[src/common/lcfs_defs.svh]
// Timing, reset and register-offset constants for the LED channel fault supervisor.
// Assumes a single free-running system clock whose rate is given below.
`ifndef LCFS_DEFS_SVH
`define LCFS_DEFS_SVH
`define LCFS_MCLK_HZ         20000000
`define LCFS_RETRY_PERIOD_MS 10
`define LCFS_RETRY_PULSE_US  300
`define LCFS_SLS_DEG_US      10
`define LCFS_REG_CTRL        4'h0
`define LCFS_REG_STAT        4'h4
`define LCFS_CTRL_RST        32'h0000000E
`endif

[src/common/lcfs_pkg.sv]
// Types shared by the LED channel fault supervisor modules.
// Assumes nothing beyond a SystemVerilog compiler.
package lcfs_pkg;
    typedef enum logic [2:0] {
        LCFS_RUN = 3'b001,
        LCFS_DEG = 3'b010,
        LCFS_FLT = 3'b100
    } lcfs_chst_t;

    typedef struct packed {
        logic [2:0] dim;
        logic [2:0] sls_below;
        logic [2:0] sls_above;
        logic [2:0] open_det;
        logic [2:0] sg_det;
        logic       diag_hi;
        logic       diag_lo;
        logic       temp_hot;
        logic       temp_cool;
        logic       line_lo;
        logic       line_hi;
    } lcfs_cmp_t;

    typedef struct packed {
        logic [27:0] rsvd;
        logic [2:0]  ch_allow;
        logic        sw_off;
    } lcfs_ctrl_t;

    typedef struct packed {
        logic [21:0] rsvd;
        logic [2:0]  drive_en;
        logic        fault_drv;
        logic        diag_on;
        logic        ext_off;
        logic        tsd;
        logic [2:0]  sls_fault;
    } lcfs_stat_t;
endpackage

[src/core/lcfs_chan.sv]
// One channel: single-short deglitch, fault hold and periodic retry.
// Assumes its comparator inputs are already synchronised to mclk.
`timescale 1ns/1ps
`default_nettype none
module lcfs_chan #(
    parameter int unsigned DEG_CYC    = 200,
    parameter int unsigned PERIOD_CYC = 200000,
    parameter int unsigned PULSE_CYC  = 6000
) (
    input  wire logic mclk,
    input  wire logic sys_rst,
    input  wire logic dim,
    input  wire logic mon_en,
    input  wire logic gbl_off,
    input  wire logic below_fall,
    input  wire logic above_rise,
    output logic      cur_en_r,
    output logic      sls_fault
);
    localparam int unsigned CW = $clog2(PERIOD_CYC + 1);
    lcfs_pkg::lcfs_chst_t st_r;
    logic [CW-1:0] deg_cnt_r;
    logic [CW-1:0] ret_cnt_r;
    logic          mon;
    logic          win;

    assign mon = mon_en && dim;
    assign win = (st_r == lcfs_pkg::LCFS_FLT) && (ret_cnt_r < CW'(PULSE_CYC)) && dim && !gbl_off;
    assign sls_fault = (st_r == lcfs_pkg::LCFS_FLT);

    always_ff @(posedge mclk) begin
        if (sys_rst) begin
            st_r <= lcfs_pkg::LCFS_RUN;
        end else begin
            case (st_r)
                lcfs_pkg::LCFS_RUN: begin
                    if (mon && below_fall) st_r <= lcfs_pkg::LCFS_DEG;
                end
                lcfs_pkg::LCFS_DEG: begin
                    if (above_rise || !mon) st_r <= lcfs_pkg::LCFS_RUN;
                    else if (deg_cnt_r == CW'(DEG_CYC - 1)) st_r <= lcfs_pkg::LCFS_FLT;
                end
                lcfs_pkg::LCFS_FLT: begin
                    if (win && above_rise) st_r <= lcfs_pkg::LCFS_RUN;
                end
                default: st_r <= lcfs_pkg::LCFS_RUN;
            endcase
        end
    end

    always_ff @(posedge mclk) begin
        if (sys_rst || st_r != lcfs_pkg::LCFS_DEG || above_rise || !mon) deg_cnt_r <= '0;
        else deg_cnt_r <= deg_cnt_r + 1'b1;
    end

    always_ff @(posedge mclk) begin
        if (sys_rst || st_r != lcfs_pkg::LCFS_FLT) ret_cnt_r <= '0;
        else if (ret_cnt_r == CW'(PERIOD_CYC - 1)) ret_cnt_r <= '0;
        else ret_cnt_r <= ret_cnt_r + 1'b1;
    end

    // In fault the channel only conducts inside a retry window.
    always_ff @(posedge mclk) begin
        if (sys_rst) cur_en_r <= 1'b0;
        else cur_en_r <= sls_fault ? win : (dim && !gbl_off);
    end
endmodule
`default_nettype wire

[src/core/lcfs_top.sv]
// Fault supervisor for three LED channels with thermal and shared fault line handling.
// Assumes comparator results arrive asynchronously and an Avalon-MM master on mclk.
`timescale 1ns/1ps
`default_nettype none
`include "lcfs_defs.svh"
module lcfs_top #(
    parameter int unsigned NCH        = 3,
    parameter int unsigned SLS_DEG_US = `LCFS_SLS_DEG_US,
    parameter int unsigned DEG_CYC    = (SLS_DEG_US * (`LCFS_MCLK_HZ / 1000) + 999) / 1000,
    parameter int unsigned PERIOD_CYC = `LCFS_RETRY_PERIOD_MS * (`LCFS_MCLK_HZ / 1000),
    parameter int unsigned PULSE_CYC  = `LCFS_RETRY_PULSE_US * (`LCFS_MCLK_HZ / 1000) / 1000
) (
    input  wire logic              mclk,
    input  wire logic              sys_rst,
    input  wire lcfs_pkg::lcfs_cmp_t cmp_in,
    input  wire logic [3:0]        avs_address,
    input  wire logic              avs_read,
    input  wire logic              avs_write,
    input  wire logic [31:0]       avs_writedata,
    output logic [31:0]            avs_readdata,
    output logic                   avs_waitrequest,
    output logic [2:0]             channel_drive_en,
    output logic                   fault_line_o,
    output logic                   fault_line_oe,
    output logic                   fault_pullup_en
);
    lcfs_pkg::lcfs_cmp_t  s1_r;
    lcfs_pkg::lcfs_cmp_t  s2_r;
    lcfs_pkg::lcfs_ctrl_t ctrl_r;
    lcfs_pkg::lcfs_stat_t stat;
    logic                 diag_on_r;
    logic                 tsd_r;
    logic                 ext_off_r;
    logic                 fault_oe_r;
    logic                 ack_r;
    logic [31:0]          rdata_r;
    logic                 gbl_off;
    logic                 own_fault;
    logic [2:0]           dim_eff;
    logic [2:0]           sls_vec;
    logic [2:0]           open_vec;
    logic                 oe_d1_r;
    logic                 oe_d2_r;
    logic                 own_pull;

    // Two-stage synchroniser for every comparator and pin level.
    always_ff @(posedge mclk) begin
        if (sys_rst) begin
            s1_r <= '0;
            s2_r <= '0;
        end else begin
            s1_r <= cmp_in;
            s2_r <= s1_r;
        end
    end

    // Diagnostic enable with hysteresis between the two comparator levels.
    always_ff @(posedge mclk) begin
        if (sys_rst) begin
            diag_on_r <= 1'b0;
        end else if (s2_r.diag_hi) begin
            diag_on_r <= 1'b1;
        end else if (s2_r.diag_lo) begin
            diag_on_r <= 1'b0;
        end
    end

    // Thermal shutdown latch released only at the lower recovery level.
    always_ff @(posedge mclk) begin
        if (sys_rst) begin
            tsd_r <= 1'b0;
        end else if (s2_r.temp_hot) begin
            tsd_r <= 1'b1;
        end else if (s2_r.temp_cool) begin
            tsd_r <= 1'b0;
        end
    end

    // A low line that this device is not pulling comes from another driver.
    // Our own pull-down is excluded so that retries stay possible.
    always_ff @(posedge mclk) begin
        if (sys_rst) begin
            ext_off_r <= 1'b0;
        end else if (s2_r.line_lo && !own_pull) begin
            ext_off_r <= 1'b1;
        end else if (s2_r.line_hi) begin
            ext_off_r <= 1'b0;
        end
    end

    assign gbl_off = tsd_r || ext_off_r || ctrl_r.sw_off;
    assign dim_eff = s2_r.dim & ctrl_r.ch_allow;
    assign open_vec = s2_r.open_det & dim_eff & {3{diag_on_r && !gbl_off}};

    genvar gi;
    generate
        for (gi = 0; gi < NCH; gi = gi + 1) begin : g_ch
            lcfs_chan #(
                .DEG_CYC    (DEG_CYC),
                .PERIOD_CYC (PERIOD_CYC),
                .PULSE_CYC  (PULSE_CYC)
            ) u_chan (
                .mclk       (mclk),
                .sys_rst    (sys_rst),
                .dim        (dim_eff[gi]),
                .mon_en     (diag_on_r && !gbl_off),
                .gbl_off    (gbl_off),
                .below_fall (s2_r.sls_below[gi]),
                .above_rise (s2_r.sls_above[gi]),
                .cur_en_r   (channel_drive_en[gi]),
                .sls_fault  (sls_vec[gi])
            );
        end
    endgenerate

    // Ground shorts and temperature report whatever the diag enable level.
    assign own_fault = (|sls_vec) || (|open_vec) || (|s2_r.sg_det) || tsd_r;

    always_ff @(posedge mclk) begin
        if (sys_rst) begin
            fault_oe_r <= 1'b0;
        end else begin
            fault_oe_r <= own_fault;
        end
    end

    // Line levels arrive two edges late, so our own pull-down stays masked until it has flushed out.
    always_ff @(posedge mclk) begin
        if (sys_rst) begin
            oe_d1_r <= 1'b0;
            oe_d2_r <= 1'b0;
        end else begin
            oe_d1_r <= fault_oe_r;
            oe_d2_r <= oe_d1_r;
        end
    end

    assign own_pull = fault_oe_r || oe_d1_r || oe_d2_r;

    assign fault_line_o = 1'b0;
    assign fault_line_oe = fault_oe_r;
    assign fault_pullup_en = !fault_oe_r;

    // Avalon-MM slave: every access waits exactly one cycle.
    assign avs_waitrequest = (avs_read || avs_write) && !ack_r;
    assign avs_readdata = rdata_r;

    always_comb begin
        stat = '0;
        stat.drive_en = channel_drive_en;
        stat.fault_drv = fault_oe_r;
        stat.diag_on = diag_on_r;
        stat.ext_off = ext_off_r;
        stat.tsd = tsd_r;
        stat.sls_fault = sls_vec;
    end

    always_ff @(posedge mclk) begin
        if (sys_rst) begin
            ack_r <= 1'b0;
        end else begin
            ack_r <= (avs_read || avs_write) && !ack_r;
        end
    end

    always_ff @(posedge mclk) begin
        if (sys_rst) begin
            ctrl_r <= `LCFS_CTRL_RST;
        end else if (avs_write && ack_r && avs_address == `LCFS_REG_CTRL) begin
            ctrl_r <= avs_writedata;
            ctrl_r.rsvd <= '0;
        end
    end

    always_ff @(posedge mclk) begin
        if (sys_rst) begin
            rdata_r <= '0;
        end else if (avs_read && !ack_r) begin
            case (avs_address)
                `LCFS_REG_CTRL: begin
                    rdata_r <= ctrl_r;
                end
                `LCFS_REG_STAT: begin
                    rdata_r <= stat;
                end
                default: begin
                    rdata_r <= '0;
                end
            endcase
        end
    end
endmodule
`default_nettype wire

[config.mk]
export PLATFORM = sky130hd
export DESIGN_NAME = lcfs_top
export DESIGN_NICKNAME = d
export VERILOG_FILES = /design/src/common/lcfs_pkg.sv /design/src/core/lcfs_chan.sv /design/src/core/lcfs_top.sv
export VERILOG_INCLUDE_DIRS = /design/src /design/src/common
export SDC_FILE = /design/constraint.sdc
export NUM_CORES = 1
export LEC_CHECK = 0
export BUFFER_PORTS_ARGS = -buffer_cell sky130_fd_sc_hd__buf_4
export CAP_MARGIN = 25
export CORE_AREA = 2 2 121 123
export DETAILED_ROUTE_END_ITERATION = 10
export DIE_AREA = 0 0 123 125
export GPL_ROUTABILITY_DRIVEN = 0
export HOLD_SLACK_MARGIN = 0.05
export PLACE_DENSITY_LB_ADDON = 0.3
export SLEW_MARGIN = 20
export SYNTH_ARGS = -nofsm -noshare
export SYNTH_HDL_FRONTEND = slang
export SYNTH_SLANG_ARGS = --single-unit
[constraint.sdc]
create_clock -name mclk -period 4.2 [get_ports mclk]
set_input_delay 0.42 -clock mclk [delete_from_list [all_inputs] [get_ports mclk]]
set_output_delay 0.42 -clock mclk [all_outputs]
set_load 0.03 [all_outputs]
# --- Yosys cells after proc, flatten, opt, wreduce, memory -nomap -nowiden ---
# Index checks and enable logic that the tools add are counted.
classes:
  addsub: 6
  n_mul: 0
  n_div: 0
  magnitude_cmp: 3
  eq_ne: 31
  shifts: 0
  muxes: 25
  bitwise: 3
  n_reduce_logical: 70
ops:
  columns: ["operator", "count"]
  rows:
  - ["adder 18 x 1 -> 18 bit (second input constant)", 6]
  - ["== test 18 bit (second input constant)", 3]
  - ["== test 18 x 8 -> 1 bit (second input constant)", 3]
  - ["less-than comparator 18 x 13 -> 1 bit (second input constant)", 3]
  - ["2-to-1 mux 3 bit", 12]
  - ["logical AND 1 bit", 27]
  - ["one-hot mux 3 bit (3 select lines)", 3]
  - ["logical OR 1 bit", 23]
  - ["one-hot mux 10 bit (2 select lines)", 1]
  - ["AND 3 bit", 3]
  - ["== test 3 x 1 -> 1 bit (second input constant)", 3]
  - ["== test 3 x 2 -> 1 bit (second input constant)", 3]
  - ["== test 3 bit (second input constant)", 3]
  - ["2-to-1 mux 1 bit", 9]
  - ["!= test 3 x 1 -> 1 bit (second input constant)", 3]
  - ["!= test 3 x 2 -> 1 bit (second input constant)", 3]
  - ["!= test 3 bit (second input constant)", 3]
  - ["AND reduction 3 bit", 3]
  - ["OR reduction 3 bit", 3]
  - ["logical NOT 1 bit", 7]
  - ["!= test 2 x 1 -> 1 bit (second input constant)", 3]
  - ["!= test 2 bit (second input constant)", 3]
  - ["nonzero test 2 bit", 3]
  - ["OR reduction 2 bit", 3]
  - ["other kinds (2)", 2]
totals:
  register_bits: 205
  latchBits: 0
  ram_bits: 0
  rom_bits: 0
  out_inout_bits: 39
  mem_count: 0

# --- Logic depth before layout (Yosys ltp) ---
logic_depth:
  depth_word: 9
  ltp_mapped: 7
  ltp_nobuf: 5

# --- By module ---
# Synthesis repeated with hierarchy kept, for this count alone.
hier_totals:
  hier_cells: 861
  hier_area_um2: 7666.1
by_module_without_submodules:
  columns: ["mod", "n_inst", "cells_per_inst", "area_each_um2", "seq_area_each_um2"]
  rows:
  - ["lcfs_chan", 3, 215, 1833.0, 800.8]
  - ["lcfs_top", 1, 216, 2167.1, 1261.2]

# --- Least setup slack after synthesis ---
# Ideal clock, no wire load.
synth_timing:
  kind: "register to register"
  start: "reg g_ch[2].u_chan.ret_cnt_r[0]"
  end: "reg g_ch[2].u_chan.ret_cnt_r[13]"
  arrival_ns: 1.667
  required_time_ns: 4.072
  path_slack_ns: 2.405
  path_stages_with_launch: 8
  n_path_buf: 2
  path_cell_list: "dfxtp_1 ha_1 nand3_1 nor2_1 a31o_2 clkbuf_1 buf_1 nor2_1"
synth_between:
  elab_chain_len: 2
  elab_cells_between_ends: 3
synth_rtl:
  columns: ["item", "line_no", "source"]
  rows:
  - ["from (decl)", "lcfs_chan.sv:23", "logic [CW-1:0] ret_cnt_r;"]
  - ["from (signal assigned)", "lcfs_chan.sv:59", "else ret_cnt_r <= ret_cnt_r + 1'b1;"]
  - ["parallel branches: the longest is 2 deep, another holds adder 18 x 1 -> 18 bit", null, null]
# Parallel ways; which one is timed is not known.
# A chain may end at the register's enable or synchronous reset.

# --- Worst setup path after layout ---
layout_timing:
  start: "reg ctrl_r[0] (netlist bit)"
  end: "reg g_ch[0].u_chan.deg_cnt_r[17]"
layout_between:
  elab_chain_len: 6
layout_rtl:
  columns: ["item", "line_no", "source"]
  rows:
  - ["from (decl)", "lcfs_top.sv:29", "lcfs_pkg::lcfs_ctrl_t ctrl_r;"]
  - ["from (signal assigned)", "lcfs_top.sv:168", "ctrl_r <= `LCFS_CTRL_RST;"]
  - ["from (signal assigned)", "lcfs_top.sv:170", "ctrl_r <= avs_writedata;"]
  - ["logical OR 1 bit", "lcfs_top.sv:91", "assign gbl_off = tsd_r || ext_off_r || ctrl_r.sw_off;"]
  - ["logical NOT 1 bit", "lcfs_top.sv:106", ".mon_en (diag_on_r && !gbl_off),"]
  - ["logical AND 1 bit", "lcfs_top.sv:106", null]
  - ["logical AND 1 bit", "lcfs_chan.sv:27", "assign mon = mon_en && dim;"]
  - ["logical NOT 1 bit", "lcfs_chan.sv:52", "if (sys_rst || st_r != lcfs_pkg::LCFS_DEG || above_rise || !mon) deg_cnt_r <= '0;"]
  - ["logical OR 1 bit", "lcfs_chan.sv:52", null]
  - ["to (signal assigned)", "lcfs_chan.sv:53", "else deg_cnt_r <= deg_cnt_r + 1'b1;"]
  - ["to (decl)", "lcfs_chan.sv:22", "logic [CW-1:0] deg_cnt_r;"]
# Every way passes these cells.

==> results.py <==
metrics = {
    "layout": {
        "drive_gt1_share_pct": 10.8,
        "final_cells": 1082,
        "area_growth_pct": 13.1,
        "stdcell_area_sq_um": 8690,
        "final_core_util_pct": 61.2,
        "nNetsFinal": 952,
        "antenna_cells": 0,
    },
    "floorplan": {
        "core.rowCount": 44,
        "die_w_um": 123,
        "ios": 100,
        "core_sq_um": 14200,
        "die_h_um": 125,
        "start_util_pct": 54.1,
        "dieArea_sq_um": 15400,
    },
    "synth": {
        "netlist_top_cells_area": "dfxtp_1 48%, nor2_1 5.9%, xnor2_1 5.8%",
        "ys_async_sr_fraction_pct": 0,
        "avgSynthCellArea_sq_um": 8.99,
        "synth_top_area_cell": "dfxtp_1",
        "synth_edf_count": 0,
        "syn_area_sq_um": 7680,
        "synth_commonest_cells": "183 x dfxtp_1, 121 x nor2_1, 51 x xnor2_1",
        "synth_top_area_share_pct": 47.7,
        "ys_ff_latch": 183,
        "yosysSeqAreaShare_pct": 47.7,
        "ys_dominant_reg_cell": "dfxtp_1",
        "yosys_warnings": 0,
        "synth_cell_type_count": 56,
        "post-synth-top-count-cell": "dfxtp_1",
        "netlist_instances": 854,
    },
    "grt": {
        "gr-total-overflow": 0,
        "grt_pass1_wl_um": 23400,
        "grt_start_max_net_pins": 78,
        "grt_pass1_vias": 4981,
        "antenna_found_initial": 0,
        "track_usage_pct": 19.0,
    },
    "timing": {
        "slew_headroom_pct": 39.0,
        "fin_crit_ns": 2.06,
        "worst_slack_ns": 2.14,
        "rsz0062_at_grt": "no",
        "tightest_slew_ns": 0.908,
        "finalSetupTns_ns": 0,
        "setup_viol": 0,
        "max_freq_mhz": 486,
        "final_max_slew_viol_count": 0,
        "clock_skew_ns": 0.00715,
        "fin_crit_sh_pct": 49.0,
        "hold_slack_ns": 0.189,
        "finalHoldViolCount": 0,
    },
    "drt": {
        "drcViolationCount": 0,
        "dr.pass1.iters": 5,
        "wl_per_cell_um": 13.0,
        "routed_via_density": 5.34,
        "ant_nets": 0,
        "drt_iter0_markers": 303,
        "drt-total-wl_um": 14100,
        "vias": 5774,
    },
    "place": {
        "io_buffers": 48,
        "hpwl_um": 9520,
        "place_ws_ns": 2.13,
        "placed_area_sq_um": 8030,
        "placed_cells": 1050,
    },
    "clock_tree": {
        "htree_levels": 4,
        "clock_tree.root_cell": "clkbuf_16",
        "cts_tree": "done",
        "cts.clk_slew.worst_paths_ns": 0.06,
        "cts.path.max_buffers": 2,
        "cts.repair.resized": 0,
        "cts_made_buffers": 17,
        "cts_sinks": 183,
        "cts_hold_buf": 0,
        "clkLatencyLatePin_ns": 0.43,
        "post_cts_buffers": 0,
    },
    "critical_path": {
        "crit_chain": "nor4b_4, and4_1, nand2b_1, a21oi_1",
        "worstPathMaxFanout": 18,
        "critPathLaunch": "ctrl_r[0]",
        "crit_slowest_cell": "nor4b_4",
        "critPathKind": "reg2reg",
        "critPathArrivalTime_ns": 2.41,
        "cp_data_required_time_ns": 4.55,
        "startpoint_type": "flop",
        "r2r_start": "ctrl_r[0]",
        "worstSetupEndpointType": "flop",
        "cpPeakStageDelay_ns": 0.59,
    },
    "hold_path": {
        "hp-class": "in2reg",
        "hold_path.startpoint": "avs_writedata[3]",
    },
    "pwr": {
        "irDropWorstVdd_mv": 0.279,
        "p_sw_mw": 0.770,
        "p_total_mw": 3.66,
        "swShare_pct": 21.0,
        "p_leak_nw": 2.85,
        "seq_power_share_pct": 48.6,
        "combPwrFrac_pct": 3.5,
        "intPower_mw": 2.89,
        "power.share.clock_pct": 47.9,
        "p_per_area_nw_per_um2": 421,
    },
    "run": {
        "drv_cap": 0,
    },
    "outcome": {
        "status": "complete, no violations",
    },
}
[sequential cells by signal (all words and copies together), names as in the netlist]
register	flops
s1_r	21
ack_r	1
s2_r	21
ext_off_r	1
tsd_r	1
diag_on_r	1
avs_readdata	10
g_ch.u_chan.cur_en_r	3
oe_d1_r	1
ctrl_r	4
g_ch.u_chan.deg_cnt_r	54
g_ch.u_chan.st_r	9
fault_line_oe	1
g_ch.u_chan.ret_cnt_r	54
oe_d2_r	1
[per-layer routing]
metal	vias to the layer above	share of wire [%]	global-route usage (%)
met5	-	0	0
met4	0	1.7	7.49
met3	18	3.9	4.61
met2	117	44	27.9
met1	2648	50	26.9
li1	2991	-	-
[layout by cell type, fill, tap and decap left out, drive strengths merged, types with 4 or more instances in the layout]
cell type    n
dfxtp      183
nor2       121
xnor2       51
buf         48
nor2b       47
nand3       38
nand2       34
inv         34
nand4       32
a21oi       26
nor4        26
xor2        24
nor3        24
conb        23
or3         22
clkbuf      18
or4         14
o21ai       12
o31ai       11
nor4b       10
a22oi        9
nand2b       7
and4         6
ha           6
nor3b        5
and3         5
a211o        5
a21boi       5
bufinv       5
and2         4
a31oi        4
clkinvlp     4
or2          4
[power groups by stage]
stage,sequential (mW),combinational [mW],clock [mW]
6_report,1.78,0.128,1.75
5_1_grt,1.78,0.139,1.86
4_1_cts,1.78,0.128,1.79
3_5_place_dp,1.82,0.128,0
3_3_place_gp,1.82,0.126,0
2_1_floorplan,1.82,0.105,0
[layout make-up]
class	count	area [sq um]
Inverter	31	116
Sequential cell	183	3660
Fill cell	1231	5520
Multi-Input combinational cell	604	3660
Timing Repair Buffer	48	360
Clock buffer	18	439
Tap cell	184	230
Clock inverter	14	220
[cells by family after synthesis]
family	share of synthesized area (%)
adder cells (fa/ha/maj)	0.977
other	0.0488
AO/OA/AOI/OAI	7.89
multiplexers	0.701
buffers and inverters	5.73
XOR/XNOR	8.55
AND/OR/NAND/NOR	28.4
flip-flops	47.7
[final timing paths]
| kind | endpoint | slack [ns] | depth (start not counted) |
|---|---|---|---|
| max | g_ch[0].u_chan.deg_cnt_r[17] | 2.14 | 4 |
| min | ctrl_r[3] | 0.19 | 2 |
| max reg2reg | g_ch[0].u_chan.deg_cnt_r[17] | 2.14 | 4 |
| min reg2reg | s2_r[18] | 0.44 | 1 |
[worst max-delay path, delay by kind of cell, from the launching register on]
family	cells	cell delay [ns]
compound gates	1	0.28
flops	1	0.37
simple gates	3	1.34
(Power assumes the default switching activity.)
